`config.mk`:
```
export PLATFORM = sky130hd
export DESIGN_NAME = mvcr_bank
export DESIGN_NICKNAME = d
export VERILOG_FILES = /design/src/rtl/mvcr_eeprom_engine.v /design/src/rtl/mvcr_msg_sender.v /design/src/rtl/mvcr_bank.v
export VERILOG_INCLUDE_DIRS = /design/src /design/src/include
export SDC_FILE = /design/constraint.sdc
export NUM_CORES = 1
export LEC_CHECK = 0
export ABC_AREA = 1
export ABC_CLOCK_PERIOD_IN_PS = 2700
export BUFFER_PORTS_ARGS = -buffer_cell sky130_fd_sc_hd__buf_2
export CAP_MARGIN = 40
export CORE_MARGIN = 4
export CORE_UTILIZATION = 25
export CTS_CLUSTER_SIZE = 30
export DETAILED_ROUTE_END_ITERATION = 7
export PLACE_DENSITY = 0.54
export SETUP_SLACK_MARGIN = 0.15
export SLEW_MARGIN = 10
export SYNTH_ARGS = -nofsm -noshare
export SYNTH_HDL_FRONTEND = slang
export SYNTH_SLANG_ARGS = --single-unit
```
`constraint.sdc`:
```
create_clock -name ref_clk_i -period 2.7 [get_ports ref_clk_i]
set_input_delay 0.135 -clock ref_clk_i [delete_from_list [all_inputs] [get_ports ref_clk_i]]
set_output_delay 0.135 -clock ref_clk_i [all_outputs]
set_load 0.02 [all_outputs]
```
`src/include/mvcr_regs.vh`:
```
// Offsets, field positions, reset values and timing of the capability bank
`ifndef MVCR_REGS_VH
`define MVCR_REGS_VH

// ==========================================================================
// Register byte offsets
`define MVCR_OFF_PM_PTR 8'h40
`define MVCR_OFF_MSG_CTRL 8'h4C
`define MVCR_OFF_MSG_ADDR_LO 8'h50
`define MVCR_OFF_MSG_ADDR_HI 8'h54
`define MVCR_OFF_MSG_DATA 8'h58
`define MVCR_OFF_PD_CMD 8'h5C
`define MVCR_OFF_PD_WORD 8'h60
`define MVCR_OFF_VENDOR 8'h64
`define MVCR_OFF_TEST0 8'h68
`define MVCR_OFF_IRQ_STATUS 8'hC0
`define MVCR_OFF_IRQ_MASK 8'hC4
`define MVCR_OFF_IRQ_REQ 8'hC8

// ==========================================================================
// Capability identifiers and pointers
`define MVCR_ID_MSG 8'h05
`define MVCR_ID_PD 8'h03
`define MVCR_ID_VENDOR 8'h09
`define MVCR_NEXT_VENDOR 8'h64
`define MVCR_NEXT_SUBSYS 8'hB0
`define MVCR_VENDOR_LEN 16'h0034
`define MVCR_PM_NEXT_DN 8'h4C
`define MVCR_PM_NEXT_UP 8'h5C

// ==========================================================================
// Field positions
`define MVCR_MSG_EN_BIT 16
`define MVCR_MSG_MME_LO 20
`define MVCR_MSG_64_BIT 23
`define MVCR_PD_ADDR_LO 18
`define MVCR_PD_FLAG_BIT 31
`define MVCR_EV_PD_DONE 0
`define MVCR_EV_MSG_SENT 1

// ==========================================================================
// Reset values
`define MVCR_RST_TEST0 32'h04001060
`define MVCR_RST_ZERO 32'h00000000

// ==========================================================================
// EEPROM timing: 200 MHz core clock
`define MVCR_CLK_MHZ 200
`define MVCR_EE_ACCESS_NS 100

`endif

```
`src/rtl/mvcr_eeprom_engine.v`:
```
// Product-data table access engine toward the EEPROM word port
module mvcr_eeprom_engine #(
    parameter ADDR_W = 6
) (
    // Clock and reset
    input wire ref_clk_i,
    input wire sys_rst_i,
    // Command side
    input wire start_i,
    input wire write_i,
    input wire [ADDR_W-1:0] addr_i,
    input wire [31:0] wdata_i,
    output wire busy_o,
    output reg done_o,
    output reg [31:0] rdata_o,
    // EEPROM word port
    output reg ee_req_o,
    output reg ee_we_o,
    output reg [ADDR_W-1:0] ee_addr_o,
    output reg [31:0] ee_wdata_o,
    input wire ee_ack_i,
    input wire [31:0] ee_rdata_i
);

    localparam [1:0] ST_IDLE = 2'b01;
    localparam [1:0] ST_WAIT = 2'b10;

    reg [1:0] state_q;

    assign busy_o = state_q[1];

    // ======================================================================
    // Request held until the EEPROM side acknowledges
    always @(posedge ref_clk_i)
    begin
        if (sys_rst_i)
        begin
            state_q <= ST_IDLE;
            done_o <= 1'b0;
            rdata_o <= 32'h00000000;
            ee_req_o <= 1'b0;
            ee_we_o <= 1'b0;
            ee_addr_o <= {ADDR_W{1'b0}};
            ee_wdata_o <= 32'h00000000;
        end
        else
        begin
            done_o <= 1'b0;
            case (state_q)
                ST_IDLE:
                begin
                    if (start_i)
                    begin
                        state_q <= ST_WAIT;
                        ee_req_o <= 1'b1;
                        ee_we_o <= write_i;
                        ee_addr_o <= addr_i;
                        ee_wdata_o <= wdata_i;
                    end
                end
                ST_WAIT:
                begin
                    if (ee_ack_i)
                    begin
                        state_q <= ST_IDLE;
                        ee_req_o <= 1'b0;
                        done_o <= 1'b1;
                        if (!ee_we_o)
                            rdata_o <= ee_rdata_i;
                    end
                end
                default:
                    state_q <= ST_IDLE;
            endcase
        end
    end

endmodule

```
`src/rtl/mvcr_msg_sender.v`:
```
// Interrupt message write issuer toward the port's transmit path
module mvcr_msg_sender (
    // Clock and reset
    input wire ref_clk_i,
    input wire sys_rst_i,
    // Request from the bank
    input wire req_i,
    input wire [31:0] addr_lo_i,
    input wire [31:0] addr_hi_i,
    input wire [15:0] data_i,
    output reg sent_o,
    // Memory write request
    output reg mw_valid_o,
    output reg [63:0] mw_addr_o,
    output reg mw_64_o,
    output reg [31:0] mw_data_o,
    input wire mw_ready_i
);

    // ======================================================================
    // One outstanding message write; later requests wait for it
    always @(posedge ref_clk_i)
    begin
        if (sys_rst_i)
        begin
            mw_valid_o <= 1'b0;
            mw_addr_o <= 64'h0000000000000000;
            mw_64_o <= 1'b0;
            mw_data_o <= 32'h00000000;
            sent_o <= 1'b0;
        end
        else
        begin
            sent_o <= 1'b0;
            if (mw_valid_o)
            begin
                if (mw_ready_i)
                begin
                    mw_valid_o <= 1'b0;
                    sent_o <= 1'b1;
                end
            end
            else if (req_i)
            begin
                mw_valid_o <= 1'b1;
                mw_addr_o <= {addr_hi_i, addr_lo_i[31:2], 2'b00};
                mw_64_o <= (addr_hi_i != 32'h00000000);
                mw_data_o <= {16'h0000, data_i};
            end
        end
    end

endmodule

```
`src/rtl/mvcr_bank.v`:
```
// Message-interrupt, product-data and vendor capability register bank
//
// Functional notes
// - Message capability header reads identifier 05h
// - Both headers point next at 64h
// - Enable gates messages; legacy interrupt suppressed when set
// - 64-bit capable bit read-only, reads 1
// - Message address bits 31:2 writable, low zero
// - Upper address writable, used for 64-bit
// - Message structures only on downstream ports
// - Product-data header reads 03h, upstream only
// - Six-bit table dword address at 23:18
// - Flag 0 starts read, set when done
// - Flag 1 starts write, cleared when done
// - Data register returns last fetched dword
// - Written data is stored by write
// - Vendor header reads 09h, next B0h
// - Vendor length field reads 0034h
// - Test register resets 04001060h, no effect
// - Power pointer 4Ch downstream, 5Ch upstream
//
// The Wishbone register port is this design's own decision.
`include "mvcr_regs.vh"

module mvcr_bank #(
    parameter UPSTREAM = 0,
    parameter PD_ADDR_W = 6
) (
    // Clock and reset
    input wire ref_clk_i,
    input wire sys_rst_i,
    // Wishbone slave
    input wire wb_cyc_i,
    input wire wb_stb_i,
    input wire wb_we_i,
    input wire [7:0] wb_adr_i,
    input wire [3:0] wb_sel_i,
    input wire [31:0] wb_dat_i,
    output reg [31:0] wb_dat_o,
    output reg wb_ack_o,
    // Port events
    input wire irq_event_i,
    output wire legacy_irq_o,
    output wire [7:0] pm_next_ptr_o,
    // Message memory write
    output wire mw_valid_o,
    output wire [63:0] mw_addr_o,
    output wire mw_64_o,
    output wire [31:0] mw_data_o,
    input wire mw_ready_i,
    // EEPROM word port
    output wire ee_req_o,
    output wire ee_we_o,
    output wire [PD_ADDR_W-1:0] ee_addr_o,
    output wire [31:0] ee_wdata_o,
    input wire ee_ack_i,
    input wire [31:0] ee_rdata_i,
    // Block interrupt
    output wire irq_o
);

    localparam HAS_MSG = (UPSTREAM == 0);
    localparam HAS_PD = (UPSTREAM != 0);

    // ======================================================================
    // State
    reg msg_en_q;
    reg [2:0] msg_mme_q;
    reg [29:0] msg_addr_lo_q;
    reg [31:0] msg_addr_hi_q;
    reg [15:0] msg_data_q;
    reg [PD_ADDR_W-1:0] pd_addr_q;
    reg pd_flag_q;
    reg [31:0] pd_wdata_q;
    reg pd_start_q;
    reg [31:0] test0_q;
    reg [1:0] irq_status_q;
    reg [1:0] irq_mask_q;
    reg msg_pending_q;
    reg [31:0] rd_d;

    wire pd_busy;
    wire pd_done;
    wire [31:0] pd_rdata;
    wire msg_sent;
    wire wb_req;
    wire wr;
    wire [31:0] wmask;
    wire [31:0] wval_ctrl;
    wire [31:0] wm_ctrl;
    wire [31:0] wm_lo;
    wire [31:0] wm_data;
    wire [31:0] wm_irqm;

    assign wb_req = wb_cyc_i && wb_stb_i && !wb_ack_o;
    assign wr = wb_req && wb_we_i;

    // Byte-lane mask of a write
    function [31:0] lanes;
        input [3:0] sel;
        begin
            lanes = {{8{sel[3]}}, {8{sel[2]}}, {8{sel[1]}}, {8{sel[0]}}};
        end
    endfunction

    // Merge a write into an old value under byte lanes
    function [31:0] merge;
        input [31:0] old;
        input [31:0] nw;
        input [31:0] msk;
        begin
            merge = (old & ~msk) | (nw & msk);
        end
    endfunction

    assign wmask = lanes(wb_sel_i);

    // Current control word for merging writes at 4Ch or 5Ch
    assign wval_ctrl = HAS_MSG ?
        {9'h000, msg_mme_q, 3'h0, msg_en_q, 16'h0000} :
        {pd_flag_q, 7'h00, pd_addr_q, 18'h00000};

    // Write values merged under byte lanes, one per register shape
    assign wm_ctrl = merge(wval_ctrl, wb_dat_i, wmask);
    assign wm_lo = merge({msg_addr_lo_q, 2'b00}, wb_dat_i, wmask);
    assign wm_data = merge({16'h0000, msg_data_q}, wb_dat_i, wmask);
    assign wm_irqm = merge({30'h0, irq_mask_q}, wb_dat_i, wmask);

    assign pm_next_ptr_o = HAS_MSG ? `MVCR_PM_NEXT_DN :
                                     `MVCR_PM_NEXT_UP;

    // Legacy interrupt only while messages are disabled
    assign legacy_irq_o = irq_event_i && !msg_en_q;

    // ======================================================================
    // Register writes
    always @(posedge ref_clk_i)
    begin
        if (sys_rst_i)
        begin
            msg_en_q <= 1'b0;
            msg_mme_q <= 3'h0;
            msg_addr_lo_q <= 30'h0;
            msg_addr_hi_q <= `MVCR_RST_ZERO;
            msg_data_q <= 16'h0000;
            pd_addr_q <= {PD_ADDR_W{1'b0}};
            pd_flag_q <= 1'b0;
            pd_wdata_q <= `MVCR_RST_ZERO;
            pd_start_q <= 1'b0;
            test0_q <= `MVCR_RST_TEST0;
            irq_mask_q <= 2'h0;
        end
        else
        begin
            pd_start_q <= 1'b0;
            // Engine completion flips the flag: read ends at 1, write at 0
            if (pd_done)
                pd_flag_q <= ~pd_flag_q;
            if (wr)
            begin
                if (wb_adr_i == `MVCR_OFF_MSG_CTRL && HAS_MSG)
                begin
                    msg_en_q <= wm_ctrl[`MVCR_MSG_EN_BIT];
                    msg_mme_q <= wm_ctrl[22:20];
                end
                else if (wb_adr_i == `MVCR_OFF_MSG_ADDR_LO && HAS_MSG)
                    msg_addr_lo_q <= wm_lo[31:2];
                else if (wb_adr_i == `MVCR_OFF_MSG_ADDR_HI && HAS_MSG)
                    msg_addr_hi_q <= merge(msg_addr_hi_q, wb_dat_i,
                                           wmask);
                else if (wb_adr_i == `MVCR_OFF_MSG_DATA && HAS_MSG)
                    msg_data_q <= wm_data[15:0];
                else if (wb_adr_i == `MVCR_OFF_PD_CMD && HAS_PD)
                begin
                    // A new command while busy is dropped; see polling
                    if (!pd_busy && wmask[31])
                    begin
                        pd_addr_q <=
                            wm_ctrl[`MVCR_PD_ADDR_LO +: PD_ADDR_W];
                        pd_flag_q <= wb_dat_i[`MVCR_PD_FLAG_BIT];
                        pd_start_q <= 1'b1;
                    end
                end
                else if (wb_adr_i == `MVCR_OFF_PD_WORD && HAS_PD)
                    pd_wdata_q <= merge(pd_wdata_q, wb_dat_i,
                                        wmask);
                else if (wb_adr_i == `MVCR_OFF_TEST0)
                    test0_q <= merge(test0_q, wb_dat_i, wmask);
                else if (wb_adr_i == `MVCR_OFF_IRQ_MASK)
                    irq_mask_q <= wm_irqm[1:0];
            end
        end
    end

    // ======================================================================
    // Message request and sticky status; set wins over clear
    always @(posedge ref_clk_i)
    begin
        if (sys_rst_i)
        begin
            msg_pending_q <= 1'b0;
            irq_status_q <= 2'h0;
        end
        else
        begin
            if (msg_sent)
                msg_pending_q <= 1'b0;
            // Software or port event asks for a message while enabled
            if (HAS_MSG && msg_en_q && (irq_event_i ||
                (wr && wb_adr_i == `MVCR_OFF_IRQ_REQ && wb_dat_i[0])))
                msg_pending_q <= 1'b1;
            irq_status_q[`MVCR_EV_PD_DONE] <=
                pd_done || (irq_status_q[`MVCR_EV_PD_DONE] &&
                !(wr && wb_adr_i == `MVCR_OFF_IRQ_STATUS &&
                  wb_sel_i[0] && wb_dat_i[`MVCR_EV_PD_DONE]));
            irq_status_q[`MVCR_EV_MSG_SENT] <=
                msg_sent || (irq_status_q[`MVCR_EV_MSG_SENT] &&
                !(wr && wb_adr_i == `MVCR_OFF_IRQ_STATUS &&
                  wb_sel_i[0] && wb_dat_i[`MVCR_EV_MSG_SENT]));
        end
    end

    assign irq_o = |(irq_status_q & irq_mask_q);

    // ======================================================================
    // Read mux; absent structures and unmapped offsets read zero
    always @*
    begin
        rd_d = 32'h00000000;
        if (wb_adr_i == `MVCR_OFF_MSG_CTRL && HAS_MSG)
            rd_d = {8'h00, 1'b1, msg_mme_q, 3'b000, msg_en_q,
                    `MVCR_NEXT_VENDOR, `MVCR_ID_MSG};
        else if (wb_adr_i == `MVCR_OFF_MSG_ADDR_LO && HAS_MSG)
            rd_d = {msg_addr_lo_q, 2'b00};
        else if (wb_adr_i == `MVCR_OFF_MSG_ADDR_HI && HAS_MSG)
            rd_d = msg_addr_hi_q;
        else if (wb_adr_i == `MVCR_OFF_MSG_DATA && HAS_MSG)
            rd_d = {16'h0000, msg_data_q};
        else if (wb_adr_i == `MVCR_OFF_PD_CMD && HAS_PD)
            rd_d = {pd_flag_q, 7'h00, pd_addr_q, 2'b00,
                    `MVCR_NEXT_VENDOR, `MVCR_ID_PD};
        else if (wb_adr_i == `MVCR_OFF_PD_WORD && HAS_PD)
            rd_d = pd_rdata;
        else if (wb_adr_i == `MVCR_OFF_VENDOR)
            rd_d = {`MVCR_VENDOR_LEN, `MVCR_NEXT_SUBSYS,
                    `MVCR_ID_VENDOR};
        else if (wb_adr_i == `MVCR_OFF_TEST0)
            rd_d = test0_q;
        else if (wb_adr_i == `MVCR_OFF_IRQ_STATUS)
            rd_d = {30'h0, irq_status_q};
        else if (wb_adr_i == `MVCR_OFF_IRQ_MASK)
            rd_d = {30'h0, irq_mask_q};
    end

    // ======================================================================
    // Bus answer: one registered ack per request, a cycle after it, dropped the next cycle
    always @(posedge ref_clk_i)
    begin
        if (sys_rst_i)
        begin
            wb_ack_o <= 1'b0;
            wb_dat_o <= 32'h00000000;
        end
        else
        begin
            wb_ack_o <= wb_req;
            if (wb_req && !wb_we_i)
                wb_dat_o <= rd_d;
        end
    end

    // ======================================================================
    // Sub-blocks
    mvcr_eeprom_engine #(
        .ADDR_W(PD_ADDR_W)
    ) u_ee (
        .ref_clk_i(ref_clk_i),
        .sys_rst_i(sys_rst_i),
        .start_i(pd_start_q),
        .write_i(pd_flag_q),
        .addr_i(pd_addr_q),
        .wdata_i(pd_wdata_q),
        .busy_o(pd_busy),
        .done_o(pd_done),
        .rdata_o(pd_rdata),
        .ee_req_o(ee_req_o),
        .ee_we_o(ee_we_o),
        .ee_addr_o(ee_addr_o),
        .ee_wdata_o(ee_wdata_o),
        .ee_ack_i(ee_ack_i),
        .ee_rdata_i(ee_rdata_i)
    );

    mvcr_msg_sender u_msg (
        .ref_clk_i(ref_clk_i),
        .sys_rst_i(sys_rst_i),
        .req_i(msg_pending_q && !mw_valid_o && !msg_sent),
        .addr_lo_i({msg_addr_lo_q, 2'b00}),
        .addr_hi_i(msg_addr_hi_q),
        .data_i(msg_data_q),
        .sent_o(msg_sent),
        .mw_valid_o(mw_valid_o),
        .mw_addr_o(mw_addr_o),
        .mw_64_o(mw_64_o),
        .mw_data_o(mw_data_o),
        .mw_ready_i(mw_ready_i)
    );

endmodule

```
# [After elaboration in Yosys (flattened, before gate mapping)]
# Cells that the tools add are included.
[classes] eq_ne=12 muxes=17 n_bitwise=23 reduce_logical=39
[op_table] operator="$mux W32" n=6
[op_table] operator="$and A32 B32 Y32" n=4
[op_table] operator="$or A32 B32 Y32" n=3
[op_table] operator="$eq A8 B7 Y1 const B" n=6
[op_table] operator="$not A32 Y32" n=1
[op_table] operator="$reduce_bool A32 Y1" n=1
[op_table] operator="$eq A8 B8 Y1 const B" n=3
[op_table] operator="$and A23 B23 Y23" n=1
[op_table] operator="$or A23 B23 Y23" n=1
[op_table] operator="$and A16 B16 Y16" n=1
[op_table] operator="$logic_and A1 B1 Y1" n=16
[op_table] operator="$or A16 B16 Y16" n=1
[op_table] operator="$not A1 Y1" n=8
[op_table] operator="$logic_not A1 Y1" n=7
[op_table] operator="$mux W1" n=7
[op_table] operator="$reduce_and A7 Y1" n=1
[op_table] operator="$mux W2" n=3
[op_table] operator="$reduce_and A2 Y1" n=3
[op_table] operator="$reduce_and A6 Y1" n=1
[op_table] operator="$reduce_or A2 Y1" n=3
[op_table] operator="$reduce_and A5 Y1" n=1
[op_table] operator="$and A2 B2 Y2" n=2
[op_table] operator="$pmux W2 S2" n=1
[op_table] operator="$reduce_and A4 Y1" n=1
[op_table] operator="7 further kinds" n=9
[word_totals] register_bits=236 inputBits=84 elab_cells=109

# [Longest topological paths before layout]
[depth] ltp_word=9 mapped_depth=11 mapped_depth_nobuf=11

# [Modules after synthesis]
# From an unflattened synthesis, not the netlist that was laid out.
[unflattened] cells_unflattened=1753 hier_area_um2=13021.2
[modules_own_cells] mod="mvcr_bank" n_inst=1 cells_each=952 area_per_inst_um2=6747.7
[modules_own_cells] mod="mvcr_msg_sender" n_inst=1 cells_each=395 area_per_inst_um2=3299.4
[modules_own_cells] mod="mvcr_eeprom_engine" n_inst=1 cells_each=406 area_per_inst_um2=2974.1

# [Least setup slack after synthesis]
# OpenSTA, ideal clock, no wires.
[synth_timing] path_type="reg2reg" start="register wb_ack_o" end="register with a tool-made name" setup_ns=0.070 arrival_ns=1.396 setup_slack_ns=1.233 stages_incl_launch_ff=10 path_buffers=2 cell_sequence="dfxtp_1 nor2_1 nand2_2 inv_2 nand2_1 nor2_1 buf_4 buf_6 nand4_1 a21oi_1"
[synth_lines] item="start: declaration" line="mvcr_bank.v:40" rtl="output reg wb_ack_o,"
[synth_lines] item="start signal: assignment" line="mvcr_bank.v:266" rtl="wb_ack_o <= wb_req;"

# [Worst setup path after layout]
[layout_timing] start="register wb_ack_o" end="register wb_dat_o[21]"
[layout_via] elab_chain_cells=3
[layout_rtl] item="$logic_not A1 Y1" line="mvcr_bank.v:95" rtl="assign wb_req = wb_cyc_i && wb_stb_i && !wb_ack_o;"
[layout_rtl] item="$logic_and A1 B1 Y1" line="mvcr_bank.v:95"
[layout_rtl] item="$logic_and A1 B1 Y1" line="mvcr_bank.v:267" rtl="if (wb_req && !wb_we_i)"
[layout_rtl] item="end signal: assignment" line="mvcr_bank.v:268" rtl="wb_dat_o <= rd_d;"
[layout_rtl] item="end: declaration" line="mvcr_bank.v:39" rtl="output reg [31:0] wb_dat_o,"
# No other way between the ends.
# A chain may end at the register's enable or synchronous reset.

==> metrics <==
Final Hold Vio Count 0; root buf cell clkbuf_16; post-CTS resize count 0; NetSw 1.72 mW; Core Box Area 38,900 um2; worst setup margin 580 ps; power density over the cells 594 nW/um2; TritonRoute pass-1 iters 5; largest net degree at the start of global routing 78; xor and xnor area share after synthesis 0%; Max H-tree Level 1; leakage 5.60 nW; largest family of logic cells by synthesized area simple AND/OR/NAND/NOR gates; final setup fails 0; Data required, critical path 3130 ps; post-DP HPWL 24.5 mm; Period minus WS final 2120 ps; Setup crit start kind flip-flop; Yosys reg bits 233; fillers 4,221; vias per cell 4.45; height of the die 207 um; total negative setup slack 0 ps; post-synthesis adder-cell area fraction 0%; vias in the first global route 8,754; relative slew slack 49.0%; sequential group share of total power 47.8%; Synth Area in Compound Gates 13.7%; FF-to-FF setup slack 580 ps; VDD IR-drop max 0.369 mV; Post-synth EDFFs 0; global-route wire length before repair 51.6 mm; DRC marker count from the first detailed-route iteration 711; buffers added on ports 165; asr flop ratio synth 0%; pre-CTS setup slack 559 ps; status completed; # IOs 265; actual slew at the worst max-slew pin 765 ps; DRC errors left 0; f_max 0.472 GHz; hold crit path type in2reg; sequential area share after synthesis 47.2%; Post-Syn Instances 1,360; via count 9,238; clk_skew 20.2 ps; Post-Route WL 34.1 mm; CP Capture Type flip-flop; area delta synth->final 22.8%; synth unique cells 34; post-synthesis mux area share 0%; Worst Setup Path Type reg2reg; most common cell after layout, fill and taps aside nand2_1; Starting Density 25.4%; final hold slack 31.4 ps; initial antenna violation count 0; CTS max path bufs 3; Chip Width 207 um; post-route ant nets 0; Ant. Diodes 0; critical path arrival 2550 ps; row count 72; switching fraction of total power 23.8%; GRT Total Usage 15.2%; Post-Layout Cell Count 2,075; Clock power frac 47.0%; synthesized cell area 9890 um2; RD Place Congestion 0.860; Syn Area/Cell 7.27 um2; clock transition at the registers of the reported paths 60 ps; CTS tree built; net count reported at finish 1,624; Final Cycle Share 78.5%; Inst Count DP 1,996; Max-cap violations 0; gr ovfl total 0; proportion of layout cells with a drive suffix above 1 17.5%; Synth Warn # 0; Num Clock Sinks 233; internal power 5.50 mW; synthesized-area fraction occupied by and/or/nand/nor cells 28.9%; CTS Buf Count 25; post-DR wirelength/cell 16.4 um; post-CTS setup buffer count 0; final slew viol count 0; area of the die 42,800 um2; Worst Path Max Fanout 14; combinational share of power 5.2%; most frequent cells in the layout nand2_1 (300), nor2_1 (270), dfxtp_1 (233); RSZ-0062 raised after global routing false; latest clock arrival within the worst-skew pair 520 ps; Top FF cell, synth dfxtp_1
[synthesized netlist by cell type (3+ instances only)]
cell type	number	area, um2
buf_2	9	45.0
inv_2	17	63.8
clkinv_1	3	11.3
inv_1	39	146
a22oi_1	4	30.0
nand4_1	20	125
o21ai_0	133	666
nand2_1	300	1130
dfxtp_1	233	4660
nor2_4	13	146
nor2_1	271	1020
nor2_8	4	80.1
buf_6	3	33.8
nand2_2	3	18.8
buf_4	71	533
nor4_1	5	31.3
nand3_1	43	215
clkbuf_1	43	161
or2_2	3	18.8
a21oi_1	123	616
[metrics by stage]
step           total power, mW  instance area (um2)  utilization (%)
3_5_place_dp              3.85                11000             28.2
4_1_cts                   7.29                12100             31.2
2_1_floorplan             3.80                10100                -
6_report                  7.21                12100             31.2
5_1_grt                   7.46                12100             31.2
3_3_place_gp              3.85                11000             28.2
[critical path: stages (launching register included)]
cell and delay, ps:
dfxtp_1 300, nor2_1 170, inv_1 110, nor2_4 180, clkinv_1 530, nor2_1 460
a22oi_1 130, a21oi_1 150
[repair_timing]
action	CTS	global route
hold buffers	35	0
setup endpoints to repair	0	0
endpoints found under the hold margin	118	0
[cells by family after synthesis]
logic type             count (synthesis)
and+or+nand+nor                      671
other                                  2
AOI/OAI and AO/OA                    266
DFF                                  233
buffers and inverters                188
[layout make-up]
class                      count  area [um2]  share of cell area [%]
timing repair buffer         217        1330                    11.0
multi-input combinational   1003        4460                    36.8
tap                          518         648                    5.34
clock buffer                  33         716                    5.89
clock inverter                11        91.3                   0.752
sequential                   233        4660                    38.4
inverter                      60         228                    1.88
[routing by layer]
metal,vias to the layer above,GRT usage [%],routed length [um]
li1,4616,-,-
met1,4265,21.7,16000
met2,310,23.3,14800
met3,47,3.80,2570
met4,0,3.56,665
met5,-,0,0
[power by group through the flow]
stage | clock network, mW | registers [mW] | logic, mW
3_3_place_gp | 0 | 3.52 | 0.329
6_report | 3.39 | 3.45 | 0.375
2_1_floorplan | 0 | 3.53 | 0.268
3_5_place_dp | 0 | 3.52 | 0.329
4_1_cts | 3.47 | 3.45 | 0.373
5_1_grt | 3.61 | 3.44 | 0.405
[worst paths after layout]
check                           start                          to  cells after the start
setup / recovery  wb_ack_o$_SDFF_PP0_   wb_dat_o[21]$_SDFFE_PP0P_                      7
hold / removal            irq_event_i  msg_pending_q$_SDFFE_PP0P_                      5
setup reg to reg  wb_ack_o$_SDFF_PP0_   wb_dat_o[21]$_SDFFE_PP0P_                      7
hold reg to reg             flip-flop                   flip-flop                      2
(Power assumes the default switching activity.)
